$ cat config.mk
export PLATFORM = sky130hd
export DESIGN_NAME = dout_cmd
export DESIGN_NICKNAME = d
export VERILOG_FILES = /design/src/rtl/dout_cmd_pkg.sv /design/src/rtl/dout_cmd.sv /design/src/rtl/serial_byte_rx.sv
export SDC_FILE = /design/constraint.sdc
export NUM_CORES = 1
export LEC_CHECK = 0
export BUFFER_PORTS_ARGS = -buffer_cell sky130_fd_sc_hd__buf_2
export CAP_MARGIN = 40
export CORE_UTILIZATION = 61
export DETAILED_ROUTE_END_ITERATION = 12
export GPL_TIMING_DRIVEN = 0
export PLACE_DENSITY = 0.82
export SKIP_LAST_GASP = 1
export SYNTH_ARGS = -nofsm -noshare
export SYNTH_HDL_FRONTEND = slang
export SYNTH_SLANG_ARGS = --single-unit
$ cat constraint.sdc
create_clock -name clk -period 3.6 [get_ports clk]
set_clock_uncertainty 0.2 [all_clocks]
set_input_delay 0.36 -clock clk [delete_from_list [all_inputs] [get_ports clk]]
set_output_delay 0.36 -clock clk [all_outputs]
set_load 0.05 [all_outputs]
$ cat src/rtl/dout_cmd_pkg.sv
package dout_cmd_pkg;

  // ---------------------------------------------------------------
  // clock and serial timing
  // ---------------------------------------------------------------
  localparam int CLK_HZ = 25_000_000;
  localparam int BAUD_DEFAULT = 9600;
  // bit time rounded to the nearest whole cycle
  localparam int BIT_CYCLES_DEFAULT = (CLK_HZ + BAUD_DEFAULT / 2) / BAUD_DEFAULT;
  localparam int CNT_W = 16;
  localparam int DATA_BITS = 8;

  // ---------------------------------------------------------------
  // command characters
  // ---------------------------------------------------------------
  localparam logic [7:0] CH_START = 8'h21;
  localparam logic [7:0] MODULE_ADDR = 8'h30;
  localparam logic [7:0] CH_SET = 8'h53;
  localparam logic [7:0] CH_SET_TAIL = 8'h30;
  localparam logic [7:0] CH_READ = 8'h52;
  localparam logic [7:0] CH_READ_TAIL = 8'h44;

  // ---------------------------------------------------------------
  // field positions and reset values
  // ---------------------------------------------------------------
  localparam int DOUT_DATA_BIT = 0;
  localparam int REPLY_OUT_BIT = 0;
  localparam int REPLY_IN_BIT = 3;
  localparam logic DOUT_RESET = 1'b0;
  localparam logic LINE_IDLE = 1'b1;
  localparam logic [7:0] BYTE_RESET = 8'h00;

  // ---------------------------------------------------------------
  // state types
  // ---------------------------------------------------------------
  typedef enum logic [1:0] {
    RX_IDLE = 2'b00,
    RX_START = 2'b01,
    RX_DATA = 2'b10,
    RX_STOP = 2'b11
  } rx_state_t;

  typedef enum logic [2:0] {
    P_IDLE = 3'b000,
    P_BANG = 3'b001,
    P_ADDR = 3'b010,
    P_SET = 3'b011,
    P_DATA = 3'b100,
    P_READ = 3'b101
  } parse_state_t;

  typedef enum logic {
    TX_IDLE = 1'b0,
    TX_SHIFT = 1'b1
  } tx_state_t;

endpackage

$ cat src/rtl/dout_cmd.sv
//Function
//RULE1: set frame is the four-character set prefix then exactly one data byte.
//RULE2: output changes only after the data byte has fully arrived.
//RULE3: data bit 0 low drives output low, bit 0 high drives it high.
//RULE4: data bits 1 to 7 are ignored entirely.
//RULE5: only frames carrying module address 0x30 are acted on.
//RULE6: read command replies one byte: bit 0 output, bit 3 input.
//RULE7: output holds until the next valid set frame; set sends no reply.
`timescale 1ns/1ps
module dout_cmd
  import dout_cmd_pkg::*;
#(
  parameter int BIT_CYCLES = BIT_CYCLES_DEFAULT
)
(
  // clock and control
  input wire logic clk,
  input wire logic rst,
  input wire logic ce,
  // serial link
  input wire logic rxd,
  output logic txd_q,
  // digital lines
  input wire logic din,
  output logic dout_q,
  // status
  output logic set_done_q,
  output logic tx_busy_q
);

  // ---------------------------------------------------------------
  // parameter check
  // ---------------------------------------------------------------
  localparam logic [CNT_W-1:0] BIT_LAST = CNT_W'(BIT_CYCLES - 1);

  generate
    if (BIT_CYCLES < 4 || BIT_CYCLES >= (1 << CNT_W))
    begin : g_bad_bit_cycles
      // counters are CNT_W wide and the half-bit wait needs a few cycles
      $error("BIT_CYCLES out of range");
    end
  endgenerate

  // ---------------------------------------------------------------
  // receiver
  // ---------------------------------------------------------------
  logic [7:0] rx_byte;
  logic rx_valid;

  serial_byte_rx #(
    .BIT_CYCLES(BIT_CYCLES)
  ) u_rx (
    .clk(clk),
    .rst(rst),
    .ce(ce),
    .rxd(rxd),
    .rx_byte_q(rx_byte),
    .rx_valid_q(rx_valid)
  );

  // ---------------------------------------------------------------
  // prefix parser
  // ---------------------------------------------------------------
  parse_state_t pstate_q;
  parse_state_t pstate_d;
  logic set_fire;
  logic read_fire;

  always_comb
  begin
    pstate_d = pstate_q;
    set_fire = 1'b0;
    read_fire = 1'b0;
    if (rx_valid)
    begin
      // any mismatch restarts; outside P_DATA a stray start char begins a new frame
      pstate_d = (rx_byte == CH_START) ? P_BANG : P_IDLE;
      unique case (pstate_q)
        P_IDLE:
        begin
          if (rx_byte == CH_START)
            pstate_d = P_BANG;
        end
        P_BANG:
        begin
          if (rx_byte == MODULE_ADDR)
            pstate_d = P_ADDR; // [RULE5]
        end
        P_ADDR:
        begin
          if (rx_byte == CH_SET)
            pstate_d = P_SET; // [RULE1]
          else if (rx_byte == CH_READ)
            pstate_d = P_READ;
        end
        P_SET:
        begin
          if (rx_byte == CH_SET_TAIL)
            pstate_d = P_DATA; // [RULE1]
        end
        P_DATA:
        begin
          // the data byte is taken whatever its value, even the start char
          pstate_d = P_IDLE;
          set_fire = 1'b1; // [RULE1] [RULE2]
        end
        P_READ:
        begin
          if (rx_byte == CH_READ_TAIL)
          begin
            pstate_d = P_IDLE;
            read_fire = 1'b1; // [RULE6]
          end
        end
        default:
        begin
          pstate_d = P_IDLE;
        end
      endcase
    end
  end

  always_ff @(posedge clk)
  begin
    if (rst)
      pstate_q <= P_IDLE;
    else if (ce)
      pstate_q <= pstate_d;
  end

  // ---------------------------------------------------------------
  // digital output
  // ---------------------------------------------------------------
  always_ff @(posedge clk)
  begin
    if (rst)
    begin
      dout_q <= DOUT_RESET;
      set_done_q <= 1'b0;
    end
    else if (ce)
    begin
      set_done_q <= set_fire;
      // only bit 0 reaches the line; the rest of the byte is dropped
      if (set_fire)
        dout_q <= rx_byte[DOUT_DATA_BIT]; // [RULE3] [RULE4] [RULE7]
    end
  end

  // ---------------------------------------------------------------
  // reply transmitter
  // ---------------------------------------------------------------
  tx_state_t tstate_q;
  logic [CNT_W-1:0] tcnt_q;
  logic [8:0] tsr_q;
  logic [3:0] tleft_q;
  logic [7:0] reply;

  always_comb
  begin
    reply = BYTE_RESET;
    reply[REPLY_OUT_BIT] = dout_q; // [RULE6]
    reply[REPLY_IN_BIT] = din; // [RULE6]
  end

  // a read arriving while a reply is still on the wire is dropped;
  // the host waits for each reply, so no queue is kept
  always_ff @(posedge clk)
  begin
    if (rst)
    begin
      tstate_q <= TX_IDLE;
      tcnt_q <= '0;
      tsr_q <= '1;
      tleft_q <= '0;
      txd_q <= LINE_IDLE;
      tx_busy_q <= 1'b0;
    end
    else if (ce)
    begin
      unique case (tstate_q)
        TX_IDLE:
        begin
          txd_q <= LINE_IDLE;
          tcnt_q <= '0;
          if (read_fire)
          begin
            tstate_q <= TX_SHIFT;
            tx_busy_q <= 1'b1;
            txd_q <= 1'b0;
            tsr_q <= {LINE_IDLE, reply}; // [RULE6]
            tleft_q <= 4'(DATA_BITS + 1);
          end
        end
        TX_SHIFT:
        begin
          if (tcnt_q == BIT_LAST)
          begin
            tcnt_q <= '0;
            if (tleft_q == 4'h0)
            begin
              tstate_q <= TX_IDLE;
              tx_busy_q <= 1'b0;
            end
            else
            begin
              txd_q <= tsr_q[0];
              tsr_q <= {LINE_IDLE, tsr_q[8:1]};
              tleft_q <= tleft_q - 1'b1;
            end
          end
          else
            tcnt_q <= tcnt_q + 1'b1;
        end
      endcase
    end
  end

endmodule

$ cat src/rtl/serial_byte_rx.sv
`timescale 1ns/1ps
module serial_byte_rx
  import dout_cmd_pkg::*;
#(
  parameter int BIT_CYCLES = BIT_CYCLES_DEFAULT
)
(
  // clock and control
  input wire logic clk,
  input wire logic rst,
  input wire logic ce,
  // serial line
  input wire logic rxd,
  // received byte
  output logic [7:0] rx_byte_q,
  output logic rx_valid_q
);

  localparam logic [CNT_W-1:0] BIT_LAST = CNT_W'(BIT_CYCLES - 1);
  localparam logic [CNT_W-1:0] HALF_LAST = CNT_W'(BIT_CYCLES / 2 - 1);

  rx_state_t state_q;
  logic [CNT_W-1:0] cnt_q;
  logic [2:0] idx_q;
  logic [7:0] shift_q;

  // ---------------------------------------------------------------
  // 8N1 framing, sampled mid-bit
  // ---------------------------------------------------------------
  always_ff @(posedge clk)
  begin
    if (rst)
    begin
      state_q <= RX_IDLE;
      cnt_q <= '0;
      idx_q <= '0;
      shift_q <= BYTE_RESET;
      rx_byte_q <= BYTE_RESET;
      rx_valid_q <= 1'b0;
    end
    else if (ce)
    begin
      rx_valid_q <= 1'b0;
      unique case (state_q)
        RX_IDLE:
        begin
          cnt_q <= '0;
          if (!rxd)
            state_q <= RX_START;
        end
        RX_START:
        begin
          if (cnt_q == HALF_LAST)
          begin
            cnt_q <= '0;
            idx_q <= '0;
            // a glitch shorter than half a bit is not a start bit
            state_q <= rxd ? RX_IDLE : RX_DATA;
          end
          else
            cnt_q <= cnt_q + 1'b1;
        end
        RX_DATA:
        begin
          if (cnt_q == BIT_LAST)
          begin
            cnt_q <= '0;
            shift_q <= {rxd, shift_q[7:1]};
            if (idx_q == 3'(DATA_BITS - 1))
              state_q <= RX_STOP;
            else
              idx_q <= idx_q + 1'b1;
          end
          else
            cnt_q <= cnt_q + 1'b1;
        end
        RX_STOP:
        begin
          if (cnt_q == BIT_LAST)
          begin
            cnt_q <= '0;
            state_q <= RX_IDLE;
            // framing error drops the byte silently
            if (rxd)
            begin
              rx_byte_q <= shift_q;
              rx_valid_q <= 1'b1;
            end
          end
          else
            cnt_q <= cnt_q + 1'b1;
        end
      endcase
    end
  end

endmodule

Yosys cells after proc, flatten, opt, wreduce, memory -nomap -nowiden
Index checks and enable logic that the tools add are counted.
Widths: inputs -> output; s select.

word-level totals
  register bits after elaboration = 75
  input bits = 5
  output and inout bits = 4
  word-level logic and storage cells = 113

operators by class
  $add $sub $neg = 4
  equality and inequality tests = 27
  muxes and demuxes = 52
  bitwise gates (word level) = 1
  reductions and logical operators = 14

operator list
  operator               number
  $mux 16                3
  $pmux 16 s3            1
  $add 16x1->16 const B  2
  $eq 16x12->1 const B   2
  $pmux 16 s2            1
  $mux 9                 3
  $eq 8x7->1 const B     3
  $mux 1                 20
  $mux 3                 6
  $pmux 9 s2             1
  $eq 16x11->1 const B   1
  $eq 8x6->1 const B     2
  $pmux 3 s5             1
  $mux 2                 7
  $mux 4                 3
  $ne 2x1->1 const B     6
  $reduce_and 4->1       3
  $eq 3x3->1 const B     3
  $ne 2x2->1 const B     4
  $pmux 2 s4             1
  $pmux 4 s2             1
  $eq 3x2->1 const B     2
  $pmux 1 s2             3
  $pmux 3 s2             1
  other kinds (15)       18

Longest topological paths before layout
  depth in word-level cells = 6
  gate-level depth with buffers = 8
  gate-level depth less buffers = 7

Modules after synthesis
Synthesis repeated with hierarchy kept, for this count alone.

second synthesis, totals
  cell total of the unflattened synthesis = 394
  area, all modules = 3579.7 µm²

by module, submodules not included
  module          instances  cells an instance  area an instance (µm²)  seq. area each (µm²)
  dout_cmd        1          196                1790.5                  720.7
  serial_byte_rx  1          198                1789.2                  760.7

Worst setup path before layout
OpenSTA, ideal clock, no wires.

  path type = flip-flop to flip-flop
  start point = reg u_rx.rx_byte_q[3]
  end point = reg tsr_q[0]
  library setup time = 0.132 ns
  data arrival time = 2.024 ns
  required time = 3.268 ns
  slack = 1.244 ns
  stages on the path, launching flop included = 7
  path buffers = 1
  clock period less this slack = 2.356 ns
  cells stage by stage = dfxtp_1 or4b_4 or4_4 or2_0 buf_6 a221oi_2 o21ai_1

on the way
  cells in the longest elaborated chain, start to end = 6

ends and longest elaborated chain
  what                        line                  source
  start: declaration          serial_byte_rx.sv:15  output logic [7:0] rx_byte_q,
  start signal: assignment    serial_byte_rx.sv:86  rx_byte_q <= shift_q;
  $eq 8x7->1                  dout_cmd.sv:109       if (rx_byte == CH_READ_TAIL)
  $mux 1                      dout_cmd.sv:109
  $mux 1                      dout_cmd.sv:78        unique case (pstate_q)
  $mux 1                      dout_cmd.sv:74        if (rx_valid)
  $ne 2x2->1 (no line)        n/a
  $reduce_and 4->1 (no line)  n/a
  end signal: assignment      dout_cmd.sv:191       tsr_q <= {LINE_IDLE, reply};
  end signal: assignment      dout_cmd.sv:208       tsr_q <= {LINE_IDLE, tsr_q[8:1]};
  end: declaration            dout_cmd.sv:155       logic [8:0] tsr_q;

No other way between the ends.
A chain may end at the register's enable or synchronous reset.

Worst setup path in the final report
  start point = reg tcnt_q[0]
  end point = reg tleft_q[2]

on the way
  cells in the longest elaborated chain, start to end = 3

ends and longest elaborated chain
  what                        line             source
  start: declaration          dout_cmd.sv:154  logic [CNT_W-1:0] tcnt_q;
  start signal: assignment    dout_cmd.sv:213  tcnt_q <= tcnt_q + 1'b1;
  $eq 16x12->1                dout_cmd.sv:197  if (tcnt_q == BIT_LAST)
  $ne 2x1->1 (no line)        n/a
  $reduce_and 4->1 (no line)  n/a
  end signal: assignment      dout_cmd.sv:192  tleft_q <= 4'(DATA_BITS + 1);
  end signal: assignment      dout_cmd.sv:209  tleft_q <= tleft_q - 1'b1;
  end: declaration            dout_cmd.sv:156  logic [3:0] tleft_q;

No other way between the ends.

==> impl_metrics.py <==
metrics = {
    "clock_network": {
        "cts-root-buf": "clkbuf_8",
        "cts_inserted_buffers": 9,
        "clockBufferDepth": 2,
        "cts.reportedPaths.clkPinSlew_ps": 80,
        "cts_setup_buffers": 0,
        "cts_hold_buffers": 0,
        "tritoncts": "built",
        "cts_resized": 0,
        "clkLatencyLatePin_ps": 360,
        "cts.sinks": 74,
        "htree_levels": 3,
    },
    "die": {
        "core_area_sq_mm": 0.00557,
        "die_y_um": 78.4,
        "initial_core_util_pct": 63.9,
        "num_rows": 27,
        "die_area_sq_mm": 0.00615,
        "pin_count": 9,
        "fp.dieW_um": 78.4,
    },
    "timing": {
        "period_minus_slack_ps": 2780,
        "tightest_slew_ps": 830,
        "final_hold_viol_count": 0,
        "setup-violations-final": 0,
        "rsz0062_at_grt": "no",
        "max_freq_mhz": 360,
        "fin_crit_sh_pct": 77.1,
        "setup_tns_ps": 0,
        "drv_slew": 0,
        "slew_headroom_pct": 44.4,
    },
    "worst_hold_path": {
        "hold_start": "rxd",
        "hp-class": "primary input to register",
    },
    "global_routing": {
        "grt_pass1_vias": 2951,
        "grt_overflow_total": 0,
        "grt_start_max_net_pins": 14,
        "grt_usage_pct": 27.8,
        "grt_pass1_wl_um": 13400,
        "antenna_found_initial": 0,
    },
    "setup_path": {
        "crit_path_start": "tcnt_q[0]$_SDFFE_PP0P_",
        "criticalPathCategory": "register to register",
        "required_ps": 3660,
        "crit_path_top_delay_cell": "nor4_1",
        "arrival_ps": 2840,
        "crit_path_start_kind": "register",
        "endpoint_kind": "register",
        "cp_max_fo": 8,
        "critPathMaxStageDelay_ps": 500,
        "r2r-start": "tcnt_q[0]$_SDFFE_PP0P_",
        "crit_path_cell_trace": "ha_1 -> or3b_2 -> nor4_1 -> and4_1 -> clkbuf_1 -> o21ai_0 -> o41ai_1",
    },
    "synth": {
        "synth_top_area_cell": "dfxtp_1",
        "synth.area.mux_share_pct": 5.06,
        "synth_top_family_by_area": "simple AND/OR/NAND/NOR gates",
        "synth.top_cell.area_share_pct": 41.6,
        "yosys.area_share.simple_pct": 32.3,
        "yosys-top-cells-area": "dfxtp_1 (42%), nor2_1 (6.2%), mux2i_1 (5.1%)",
        "ys_warn_count": 0,
        "synth_cells": 413,
        "synth_edf_count": 0,
        "synth-async-reset-ratio_pct": 0,
        "ys_seq_area_share_pct": 41.6,
        "ys_ff_latch": 74,
        "synth_cell_types": 56,
        "ys_top_cells_by_count": "dfxtp_1 (74), nor2_1 (59), nand3_1 (31), nand2_1 (28)",
        "netlist_area_sq_mm": 0.00356,
        "synth_flop_cell": "dfxtp_1",
        "synthAdderAreaFrac_pct": 2.46,
        "synth.avg_cell_area_sq_um": 8.62,
        "synth_compound_area_share_pct": 9.77,
        "synth_nets": 425,
        "yosysMostFrequentCell": "dfxtp_1",
        "synthXorXnorAreaFrac_pct": 5.66,
    },
    "cells_and_area": {
        "drive_above_1_share_pct": 8.26,
        "fin_cells": 508,
        "area_growth_syn_to_layout_pct": 9.59,
        "diodes": 0,
        "nets": 443,
    },
    "route": {
        "remaining_drc_errors": 0,
        "via_per_inst": 6.14,
        "drtPass1Iterations": 4,
        "postRouteAntennaNets": 0,
        "vias": 3117,
        "wirelength_um": 7700,
        "wl_per_cell_um": 15.2,
        "initialDrtViolationCount": 203,
    },
    "power": {
        "cellPowerDensity_mw_per_mm2": 405,
        "vdd_drop_max_uv": 338,
        "power_frac_seq_pct": 51.9,
        "p_int_mw": 1.22,
        "p_sw_mw": 0.358,
        "p_clk_share_pct": 44.9,
        "p_leak_nw": 1.27,
        "pwr-share-comb_pct": 3.2,
        "finalPower_mw": 1.58,
        "switching_share_pct": 22.7,
    },
    "place": {
        "post-place-cells": 492,
        "numPortBuffers": 7,
        "hpwl_um": 5350,
        "gp_congestion": 0.875,
    },
    "flow_run": {
        "drv_cap": 0,
    },
    "status": {
        "status": "finished clean",
    },
}
## metrics by stage
step	setup WS [ps]	hold WS (ps)	util (%)	cell area (sq um)
2_1_floorplan	1240	240	-	3560
3_3_place_gp	954	247	66.1	3690
3_5_place_dp	907	260	66.1	3690
4_1_cts	877	85.7	70.0	3900
5_1_grt	523	129	70.0	3900
6_report	823	96.2	70.0	3900
## sequential cells by signal, summed over array words and instances, names as in the netlist, 3 cells and up, named ones only
| name | flops |
|---|---|
| pstate_q | 3 |
| tcnt_q | 16 |
| tleft_q | 4 |
| tsr_q | 8 |
| u_rx.cnt_q | 16 |
| u_rx.idx_q | 3 |
| u_rx.rx_byte_q | 8 |
| u_rx.shift_q | 8 |
## area by class of cell
class	instances	area [sq um]
clock inverters	6	88.8
well taps	72	90.1
multi-input cells	311	1970
fillers	454	1670
flip-flops and latches	74	1480
repair buffers	7	35.0
plain buffers	19	80.1
clock buffers	10	128
inverters	9	33.8
## critical path: cells and delay by family, from the launching register on
kind | cells | cell delay (ps)
adder cells (fa/ha/maj) | 1 | 280
AND/OR/NAND/NOR | 3 | 1230
buffers and inverters | 1 | 320
AO/OA/AOI/OAI | 2 | 240
flip-flops | 1 | 410
## power by group through the flow
| stage | sequential [mW] | combinational, mW | clock (mW) |
|---|---|---|---|
| after floorplan | 0.841 | 0.0332 | 0 |
| after global placement | 0.841 | 0.0474 | 0 |
| after detailed placement | 0.841 | 0.0494 | 0 |
| after CTS | 0.822 | 0.0497 | 0.719 |
| after global routing | 0.822 | 0.0553 | 0.757 |
| final | 0.822 | 0.0503 | 0.710 |
## layout by cell type, fill, tap and decap left out, types with 3 or more instances in the layout
cell      instances
nor4_1            6
nor2b_1           5
or2_2             3
or3_1             7
dfxtp_1          74
nor4bb_1          6
nand3b_1          4
nand4_1          11
o21ai_0           9
o21ai_1           4
clkbuf_8          9
nor3_1           11
or4b_1            4
inv_1             9
mux2i_1          18
nor4b_1           3
o21a_1            3
a21oi_1          18
nor3b_1           4
and3_1            6
nand2_1          28
nand3_1          31
xnor2_1           9
xor2_1           14
clkbuf_1         16
nand2b_1          4
nor2_1           59
buf_2             8
and4_1            4
ha_1              7
## kinds of logic after synthesis
group / after synthesis
adder cells (fa/ha/maj): 7
AO/OA/AOI/OAI: 53
buffers and inverters: 28
multiplexers: 18
AND/OR/NAND/NOR: 210
XOR/XNOR: 23
flip-flops: 74
## path summary, 6_finish.rpt
path              cells after the start  slack [ps]                           end
setup / recovery                      7         820       tleft_q[2]$_SDFFE_PP0P_
setup reg to reg                      7         820       tleft_q[2]$_SDFFE_PP0P_
hold reg to reg                       2         280         tsr_q[5]$_SDFFE_PP1P_
hold / removal                        3         100  u_rx.shift_q[7]$_SDFFE_PP0P_
## routing by layer
metal	vias to the layer above	wire (um)	track usage [%]
li1	1524	-	-
met1	1500	3580	35.3
met2	77	3610	44.7
met3	16	349	4.42
met4	0	164	15.7
met5	-	0	0
Note: power is estimated with default switching activity, not from simulation.
